**config.mk**
```make
export PLATFORM = sky130hd
export DESIGN_NAME = cor_top
export DESIGN_NICKNAME = d
export VERILOG_FILES = /design/src/cor_pkg.sv /design/src/cor_filter.sv /design/src/cor_top.sv
export SDC_FILE = /design/constraint.sdc
export NUM_CORES = 1
export LEC_CHECK = 0
export BUFFER_PORTS_ARGS = -buffer_cell sky130_fd_sc_hd__buf_4
export CAP_MARGIN = 10
export CORE_MARGIN = 10
export CORE_UTILIZATION = 44
export DETAILED_ROUTE_END_ITERATION = 10
export PLACE_DENSITY_LB_ADDON = 0.12
export SLEW_MARGIN = 20
export SYNTH_ARGS = -nofsm -noshare
export SYNTH_HDL_FRONTEND = slang
export SYNTH_SLANG_ARGS = --single-unit
```
**constraint.sdc**
```tcl
create_clock -name MCLK_I -period 3.62 [get_ports MCLK_I]
set_input_delay 0.724 -clock MCLK_I [delete_from_list [all_inputs] [get_ports MCLK_I]]
set_output_delay 0.724 -clock MCLK_I [all_outputs]
set_load 0.005 [all_outputs]
```
**src/cor_pkg.sv**
```systemverilog
// Purpose: Constants for the comparator output routing block.
// Assumes: 50 MHz clock, byte-addressed register port.
// Notes: Offsets are byte addresses on the plain register port.
// Notes on behaviour
// RQ1: Bit 18 set inverts the filtered result driven to the pad.
// RQ2: Bit 17 set forwards the comparator event as advanced timer brake.
// RQ3: Channel 4 gate follows result while enabled, inverted by bit 15.
// RQ4: Channel 3 gate enabled by bit 14, inverted by bit 13.
// RQ5: Channel 2 gate enabled by bit 12, inverted by bit 11.
// RQ6: Channel 1 gate enabled by bit 10, inverted by bit 9.
// RQ7: Bit 8 routes result to timer array external clock.
// RQ8: Bit 7 routes result to timer array capture channel 0.
// RQ9: Bit 6 inverts result on both timer array paths.
// RQ10: Bit 5 routes result to low-power timer external clock.
// RQ11: Bit 4 routes result to low-power timer gate.
// RQ12: Bit 2 routes result to second basic timer gate; bit 3 reserved.
// RQ13: Bit 1 routes result to first basic timer gate.
// RQ14: Bit 0 inverts gates of both basic timers and low-power timer.
// RQ15: Status bit 1 reads live filtered level; writes ignored.
// RQ16: Status bit 0 flag holds until written zero; one has no effect.
// RQ17: Filter suppresses pulses shorter than 16-bit count; bypass when off.
// RQ18: Flag set on high level, rising or falling edge per enable.
// RQ19: Gate, clock and capture paths are enable-gated copies; disabled paths drive low.
package cor_pkg;
   localparam logic [7:0] OFS_CTRL = 8'h04;
   localparam logic [7:0] OFS_ROUTE = 8'h08;
   localparam logic [7:0] OFS_STATUS = 8'h0c;
   localparam logic [7:0] OFS_MASK = 8'h10;
   localparam int CTRL_FILTER_COUNT_LSB = 16;
   localparam int CTRL_HIGH_EN = 14;
   localparam int CTRL_RISE_EN = 13;
   localparam int CTRL_FALL_EN = 12;
   localparam int CTRL_FLT_EN = 8;
   localparam int RT_PAD_INV = 18;
   localparam int RT_BRAKE_EN = 17;
   localparam int RT_CH4_EN = 16;
   localparam int RT_CH4_INV = 15;
   localparam int RT_CH3_EN = 14;
   localparam int RT_CH3_INV = 13;
   localparam int RT_CH2_EN = 12;
   localparam int RT_CH2_INV = 11;
   localparam int RT_CH1_EN = 10;
   localparam int RT_CH1_INV = 9;
   localparam int RT_ARR_CLK_EN = 8;
   localparam int RT_ARR_CAP_EN = 7;
   localparam int RT_ARR_INV = 6;
   localparam int RT_LPT_CLK_EN = 5;
   localparam int RT_LPT_GATE_EN = 4;
   localparam int RT_BTB_EN = 2;
   localparam int RT_BTA_EN = 1;
   localparam int RT_BT_INV = 0;
   localparam int ST_FLAG = 0;
   localparam int ST_LEVEL = 1;
   localparam logic [31:0] CTRL_RESET = 32'h0000_0000;
   localparam logic [31:0] ROUTE_RESET = 32'h0000_0000;
   localparam logic [31:0] ROUTE_WMASK = 32'h0007_fff7;
   localparam logic [31:0] CTRL_WMASK = 32'hffff_7100;
   localparam logic [31:0] MASK_RESET = 32'h0000_0000;
endpackage

```
**src/cor_filter.sv**
```systemverilog
// Purpose: Digital glitch filter for the raw comparator result.
// Assumes: Raw input is synchronous to the clock.
// Notes: Output changes only after the input holds for the count.
`timescale 1ns/1ps
module cor_filter
   import cor_pkg::*;
(
   input wire logic clk_i,              // Clock.
   input wire logic rstn_i,             // Synchronous reset, active low.
   input wire logic enable_i,           // Filter enable.
   input wire logic [15:0] count_i,     // Filter count.
   input wire logic raw_i,              // Raw comparator result.
   output logic level_o                 // Filtered level.
);
   logic held;
   logic [15:0] run;
   wire differs = (raw_i != held);
   wire settled = (run >= count_i);

   // Pulses shorter than the count never reach the output. [RQ17]
   always_ff @(posedge clk_i) begin
      if (!rstn_i) begin
         held <= 1'b0;
         run <= 16'h0000;
      end else if (!enable_i) begin
         held <= raw_i;
         run <= 16'h0000;
      end else if (!differs) begin
         run <= 16'h0000;
      end else if (settled) begin
         held <= raw_i;
         run <= 16'h0000;
      end else begin
         run <= run + 16'h0001;
      end
   end

   // Bypass when disabled keeps output equal to input. [RQ17]
   assign level_o = enable_i ? held : raw_i;
endmodule

```
**src/cor_top.sv**
```systemverilog
// Purpose: Comparator filter, event flag and output routing.
// Assumes: Register port is word aligned; all inputs synchronous.
// Notes: Every output is registered, so routes lag the level by one cycle.
`timescale 1ns/1ps
module cor_top
   import cor_pkg::*;
(
   input wire logic MCLK_I,             // 50 MHz clock.
   input wire logic RSTN_I,             // Synchronous reset, active low.
   input wire logic CMP_RAW_I,          // Raw comparator result.
   input wire logic [7:0] ADDR_I,       // Register byte address.
   input wire logic [31:0] WDATA_I,     // Write data.
   input wire logic WR_I,               // Write strobe.
   input wire logic RD_I,               // Read strobe.
   output logic [31:0] RDATA_O,         // Read data, cycle after strobe.
   output logic IRQ_O,                  // Level interrupt.
   output logic PAD_O,                  // Result to pad.
   output logic BRAKE_O,                // Brake request, advanced timer.
   output logic [3:0] ADV_GATE_O,       // Channel gates 1..4.
   output logic ARR_CLK_O,              // Timer array external clock.
   output logic ARR_CAP0_O,             // Timer array capture 0.
   output logic LPT_CLK_O,              // Low-power timer clock.
   output logic LPT_GATE_O,             // Low-power timer gate.
   output logic BTA_GATE_O,             // First basic timer gate.
   output logic BTB_GATE_O              // Second basic timer gate.
);
   // ------------------------------------------------------------
   // Registers
   // ------------------------------------------------------------
   logic [31:0] ctrl;
   logic [31:0] route;
   logic irq_flag;
   logic irq_mask;
   logic level_q;
   logic level;

   wire sel_ctrl = (ADDR_I == OFS_CTRL);
   wire sel_route = (ADDR_I == OFS_ROUTE);
   wire sel_status = (ADDR_I == OFS_STATUS);
   wire sel_mask = (ADDR_I == OFS_MASK);
   wire wr_status = WR_I && sel_status;

   always_ff @(posedge MCLK_I) begin
      if (!RSTN_I) begin
         ctrl <= CTRL_RESET;
         route <= ROUTE_RESET;
         irq_mask <= MASK_RESET[0];
      end else if (WR_I) begin
         if (sel_ctrl) begin
            ctrl <= WDATA_I & CTRL_WMASK;
         end
         // Reserved bit 3 never stores, so it has no effect. [RQ12]
         if (sel_route) begin
            route <= WDATA_I & ROUTE_WMASK;
         end
         if (sel_mask) begin
            irq_mask <= WDATA_I[0];
         end
      end
   end

   // ------------------------------------------------------------
   // Filter and events
   // ------------------------------------------------------------
   cor_filter u_filter (
      .clk_i(MCLK_I),
      .rstn_i(RSTN_I),
      .enable_i(ctrl[CTRL_FLT_EN]),
      .count_i(ctrl[CTRL_FILTER_COUNT_LSB +: 16]),
      .raw_i(CMP_RAW_I),
      .level_o(level)
   );

   wire rise = level && !level_q;
   wire fall = !level && level_q;
   wire event_hit = (ctrl[CTRL_HIGH_EN] && level) ||
      (ctrl[CTRL_RISE_EN] && rise) ||
      (ctrl[CTRL_FALL_EN] && fall);                       // [RQ18]
   wire clear_flag = wr_status && !WDATA_I[ST_FLAG];

   // Set wins over a clear in the same cycle. [RQ16]
   wire next_flag = event_hit ? 1'b1 : (clear_flag ? 1'b0 : irq_flag);

   always_ff @(posedge MCLK_I) begin
      if (!RSTN_I) begin
         level_q <= 1'b0;
         irq_flag <= 1'b0;
      end else begin
         level_q <= level;
         irq_flag <= next_flag;                           // [RQ16]
      end
   end

   // ------------------------------------------------------------
   // Routing
   // ------------------------------------------------------------
   wire arr_lvl = level ^ route[RT_ARR_INV];              // [RQ9]
   wire bt_lvl = level ^ route[RT_BT_INV];                // [RQ14]
   logic [3:0] gate_en;
   logic [3:0] gate_inv;
   logic [3:0] next_gate;

   assign gate_en = {route[RT_CH4_EN], route[RT_CH3_EN],
                     route[RT_CH2_EN], route[RT_CH1_EN]};
   assign gate_inv = {route[RT_CH4_INV], route[RT_CH3_INV],
                      route[RT_CH2_INV], route[RT_CH1_INV]};

   // Each channel gate is an enabled copy with its own polarity. [RQ19]
   for (genvar g = 0; g < 4; g++) begin : g_gate
      assign next_gate[g] = gate_en[g] & (level ^ gate_inv[g]); // [RQ3]
   end

   wire [31:0] status_word = {30'h0, level, irq_flag};    // [RQ15]
   wire [31:0] read_mux = sel_ctrl ? ctrl :
                          sel_route ? route :
                          sel_status ? status_word :
                          sel_mask ? {31'h0, irq_mask} : 32'h0;

   always_ff @(posedge MCLK_I) begin
      if (!RSTN_I) begin
         RDATA_O <= 32'h0;
         IRQ_O <= 1'b0;
         PAD_O <= 1'b0;
         BRAKE_O <= 1'b0;
         ADV_GATE_O <= 4'h0;
         ARR_CLK_O <= 1'b0;
         ARR_CAP0_O <= 1'b0;
         LPT_CLK_O <= 1'b0;
         LPT_GATE_O <= 1'b0;
         BTA_GATE_O <= 1'b0;
         BTB_GATE_O <= 1'b0;
      end else begin
         RDATA_O <= RD_I ? read_mux : 32'h0;
         IRQ_O <= next_flag && irq_mask;
         PAD_O <= level ^ route[RT_PAD_INV];              // [RQ1]
         BRAKE_O <= route[RT_BRAKE_EN] && event_hit;      // [RQ2]
         ADV_GATE_O <= next_gate;                  // [RQ3] [RQ4] [RQ5] [RQ6]
         ARR_CLK_O <= route[RT_ARR_CLK_EN] && arr_lvl;    // [RQ7]
         ARR_CAP0_O <= route[RT_ARR_CAP_EN] && arr_lvl;   // [RQ8]
         LPT_CLK_O <= route[RT_LPT_CLK_EN] && level;      // [RQ10]
         LPT_GATE_O <= route[RT_LPT_GATE_EN] && bt_lvl;   // [RQ11]
         BTA_GATE_O <= route[RT_BTA_EN] && bt_lvl;        // [RQ13]
         BTB_GATE_O <= route[RT_BTB_EN] && bt_lvl;        // [RQ12]
      end
   end
endmodule

```
== Word-level counts from Yosys, hierarchy flattened ==
Index checks and enable logic that the tools add are counted.
Word-level totals
  bits in registers: 103
  bits of input ports: 45
  output and inout bits: 45
Operators by class
  add/sub/neg operators: 1
  order comparisons: 1
  eq/ne operators: 7
  muxes and demuxes: 10
  bitwise logic cells: 15
  reductions and logical operators: 28
Operator list (count)
  2-to-1 mux 32 bit: 1
  2-to-1 mux 19 bit: 1
  adder 16 x 1 -> 16 bit (second input constant): 1
  equality test 8 x 4 -> 1 bit (second input constant): 2
  greater-or-equal comparator 16 bit: 1
  logical AND 1 bit: 15
  AND reduction 2 bit: 5
  equality test 8 x 3 -> 1 bit (second input constant): 1
  equality test 8 x 5 -> 1 bit (second input constant): 1
  OR reduction 4 bit: 2
  2-to-1 mux 1 bit: 7
  bitwise XOR 1 bit: 7
  AND 1 bit: 4
  inequality test 2 x 1 -> 1 bit (second input constant): 2
  inverter 1 bit: 4
  logical NOT 1 bit: 3
  logical OR 1 bit: 2
  2-to-1 mux 2 bit: 1
  OR reduction 2 bit: 1
  inequality test 1 bit: 1

== Longest topological paths before layout ==
  depth in word-level cells: 7
  mapped depth: 8
  gate-level depth less buffers: 7

== Modules after synthesis ==
Synthesis repeated with hierarchy kept, for this count alone.
Second synthesis, totals
  cell total of the unflattened synthesis: 459
  area total of the unflattened synthesis: 4214.0 um2
Modules (own cells, without submodules)
  cor_top: times used 1, cells an instance 323, area an instance 3094.2 um2, seq. area each 1701.6 um2
  cor_filter: times used 1, cells an instance 136, area an instance 1119.8 um2, seq. area each 340.3 um2

== Worst setup path before layout ==
No wires, ideal clock.
  kind: register to register
  start: register ctrl[31]
  end: register u_filter.run[10]
  library setup time: 0.115 ns
  arrival: 1.915 ns
  data required time: 3.505 ns
  slack: 1.590 ns
  cell stages (with the launch flop): 9
  period minus slack after synthesis: 2.030 ns
  cell sequence: dfxtp_1 -> inv_1 -> ha_1 -> nand4_1 -> or4_1 -> o311a_1 -> nand3_4 -> buf_8 -> nor2_1
Between the ends
  cells in the longest elaborated chain, start to end: 2
Ends and longest elaborated chain
  start: declaration: line cor_top.sv:30  | logic [31:0] ctrl;
  start signal: assignment: line cor_top.sv:50  | ctrl <= WDATA_I & CTRL_WMASK;
  greater-or-equal comparator 16 bit: line cor_filter.sv:18  | wire settled = (run >= count_i);
  OR reduction 4 bit (no line)
  end signal: assignment: line cor_filter.sv:34  | run <= run + 16'h0001;
  end: declaration: line cor_filter.sv:16  | logic [15:0] run;
No other way between the ends.
A chain may end at the register's enable or synchronous reset.

== Final worst setup path ==
  start: register ctrl[31]
  end: register u_filter.run[5]
Same word-level chain as after synthesis.

==> reports/qor.csv <==
stage,metric,value,unit
grt,grt_pass1_wl,13.9,mm
route,vias,2800,
min_path,whs_path_depth,1,
cells_and_area,fillers,806,
logic_synthesis,synth_top_family_by_area,simple AND/OR/NAND/NOR gates,
floorplanning,ios,90,
route,drtIter0Drc,77,
logic_synthesis,syn_area,4040,um2
logic_synthesis,avgSynthCellArea,10.2,um2
logic_synthesis,netlist.area_leader.share,50.5,%
timing,finalSetupTns,0,ps
clock_tree,clock-root-buffer,clkbuf_8,
floorplanning,die_h,116,um
worst_setup_path,crit_slowest_cell,or4_1,
logic_synthesis,synth_xor_area_share,4.77,%
logic_synthesis,syn_inst,395,
logic_synthesis,synth_compound_area_share,4.70,%
cells_and_area,drive_gt1_share,22.7,%
placed_design,place_ws,1350,ps
worst_setup_path,worst-path-buf-inv,1,
run_status,outcome,completed,
timing,fmax,451,MHz
clock_tree,cts_buffer_depth,2,
worst_setup_path,worstSetupStartpointType,flip-flop,
worst_setup_path,cp.required,3860,ps
route,totalWireLength,8.58,mm
logic_synthesis,synth_most_common_cell,dfxtp_1,
cells_and_area,area_growth,22.7,%
logic_synthesis,synth-edff-count,0,
placed_design,hpwl,6.18,mm
cells_and_area,final_nets,542,
logic_synthesis,synthArstFlopShare,0,%
worst_setup_path,path_depth,7,
grt,antenna_found_initial,0,
floorplanning,start_util,45.7,%
timing,skew,12.8,ps
worst_setup_path,ff2ff_path_depth,7,
floorplanning,num_rows,34,
worst_setup_path,worstSetupPathType,reg -> reg,
worst_setup_path,max_stage_delay,570,ps
clock_tree,hold_buffers,0,
logic_synthesis,yosysUniqueCellTypes,35,
timing,setup_ws,1400,ps
placed_design,gp_congestion,0.742,
clock_tree,clock_latency,360,ps
worst_setup_path,end_kind,flip-flop,
power,power.leakage,0.00231,uW
worst_setup_path,reg2reg_slack,1400,ps
placed_design,io_buffers,87,
cells_and_area,multi_input_area,1840,um2
timing,slew_headroom,58.6,%
clock_tree,cts_tree,done,
clock_tree,cts.repair.resized,0,
floorplanning,die_width,116,um
logic_synthesis,syn_nets,457,
route,drt.antenna.violating_nets,0,
logic_synthesis,netlist_top_cells_area,"dfxtp_1, mux2i_1, nor2b_1",
min_path,whs_endpoint,u_filter.run[0]$_SDFF_PP0_,
logic_synthesis,synth_seq_cells,102,
grt,grt_pass1_vias,2731,
route,drc,0,
logic_synthesis,synth_adder_area_share,5.26,%
logic_synthesis,ys_top_cells_by_count,"dfxtp_1, mux2i_1, nor2b_1, and2_1, nor2_1",
grt,grt_start_max_net_pins,57,
timing,setup_viol,0,
grt,grt_use_total,13.0,%
worst_setup_path,cp_top_family,simple AND/OR/NAND/NOR gates,
clock_tree,clk_pin_slew,100,ps
min_path,min-delay-start,u_filter.run[0]$_SDFF_PP0_,
clock_tree,htree_levels,3,
clock_tree,cts.sinks,102,
job,timing.max_cap.violations,0,
timing,fin_crit_sh,61.2,%
logic_synthesis,synth-simple-area-share,20.4,%
route,avgRoutedWirePerCell,14.5,um
floorplanning,die-area,13400,um2
worst_setup_path,critical_path.cell_chain,inv_1 -> ha_1 -> nand4_1 -> or4_1 -> o311a_1 -> nand3_4 -> nor2_1,
logic_synthesis,yosysTopAreaCell,dfxtp_1,
clock_tree,cts_buffers,9,
timing,hold_viol_final,0,
min_path,hold_class,reg -> reg,
logic_synthesis,synth_seq_area_share,50.5,%
logic_synthesis,synth_flop_cell,dfxtp_1,
logic_synthesis,yosys_warnings,0,
worst_setup_path,critical_path.max_fanout,16,
power,vdd_drop_max,0.162,mV
power,power.density,376,nW/um2
route,firstDrtPassIters,4,
timing,slew_viol_final,0,
worst_setup_path,worstPathArrival,2460,ps
floorplanning,fp.coreArea,8850,um2
clock_tree,post_cts_buffers,0,
timing,worstMarginPinSlew,618,ps
timing,rsz0062_at_grt,no,
cells_and_area,n_antenna_cell,0,
timing,period_minus_slack,2220,ps
cells_and_area,ff_latch_area,2040,um2
logic_synthesis,yosys-mux-area-fraction,10.2,%
route,via_per_inst,4.73,
worst_setup_path,r2r_start,ctrl[31]$_SDFFE_PN0P_,
worst_setup_path,timing.rr.end,u_filter.run[5]$_SDFF_PP0_,
grt,grt-ovfl-total,0,
worst max-delay path by stage:
stage | slack, ps | end | startpoint
detailed placement | 1350 | route[16]$_SDFFE_PN0P_ | ADDR_I[6]
finish | 1400 | u_filter.run[5]$_SDFF_PP0_ | ctrl[31]$_SDFFE_PN0P_
CTS | 1370 | u_filter.run[3]$_SDFF_PP0_ | ctrl[31]$_SDFFE_PN0P_
floorplan | 1590 | u_filter.run[10]$_SDFF_PP0_ | ctrl[31]$_SDFFE_PN0P_
global route | 1250 | u_filter.run[3]$_SDFF_PP0_ | ctrl[31]$_SDFFE_PN0P_
global placement | 1380 | route[11]$_SDFFE_PN0P_ | ADDR_I[6]
cell type report:
class	count	area share [%]
clock inverters	6	1.08
multi-input cells	254	37.1
repair buffers	91	13.8
clock buffers	9	2.50
inverters	22	1.66
flip-flops and latches	102	41.2
well taps	108	2.72
metrics by stage:
stage                     util, %  hold slack (ps)  instance area (um2)  total power [uW]  std cells
after floorplan                 -              426                 4040              1180        395
after global placement       54.0              442                 4780              1220        577
after detailed placement     54.0              455                 4780              1220        577
after CTS                    56.1              480                 4960              1890        592
after global routing         56.1              510                 4960              1940        592
final                        56.1              470                 4960              1870        592
layer usage:
metal | track usage (%) | vias up | share of wire, %
li1 | - | 1482 | -
met1 | 16.8 | 1244 | 48
met2 | 19.8 | 64 | 43
met3 | 4.19 | 10 | 7.7
met4 | 4.75 | 0 | 1.3
met5 | 0 | - | 0
flip-flops by register name, summed over array words and instances (netlist names), 4 cells and up:
| name | count |
|---|---|
| RDATA_O | 31 |
| ctrl | 20 |
| u_filter.run | 16 |
| ADV_GATE_O | 4 |
| route | 18 |
cells by family after synthesis:
group           Yosys count
flops                   102
other cells               1
fa+ha+maj                17
mux                      41
buf+inv                  39
compound gates           27
xor+xnor                 22
simple gates            146
cell usage in the layout (no fill, tap or decap), types with 12 or more instances in the layout:
master   Yosys  routed
and2_1      27      27
and3_1      12      12
buf_4        1      91
dfxtp_1    102     102
ha_1        17      17
inv_1       22      22
mux2i_1     41      41
nand2_1     14      14
nor2_1      26      26
nor2b_1     39      39
xnor2_1     14      14
where the power goes:
part           switching [uW]  total, uW  internal, uW  leakage [uW]
combinational            28.1       72.7          44.6       0.00139
sequential               1.54       1130          1120      0.000822
clock                     405        668           263     0.0000943
total                     435       1870          1430       0.00231
Note: power is estimated with default switching activity, not from simulation.
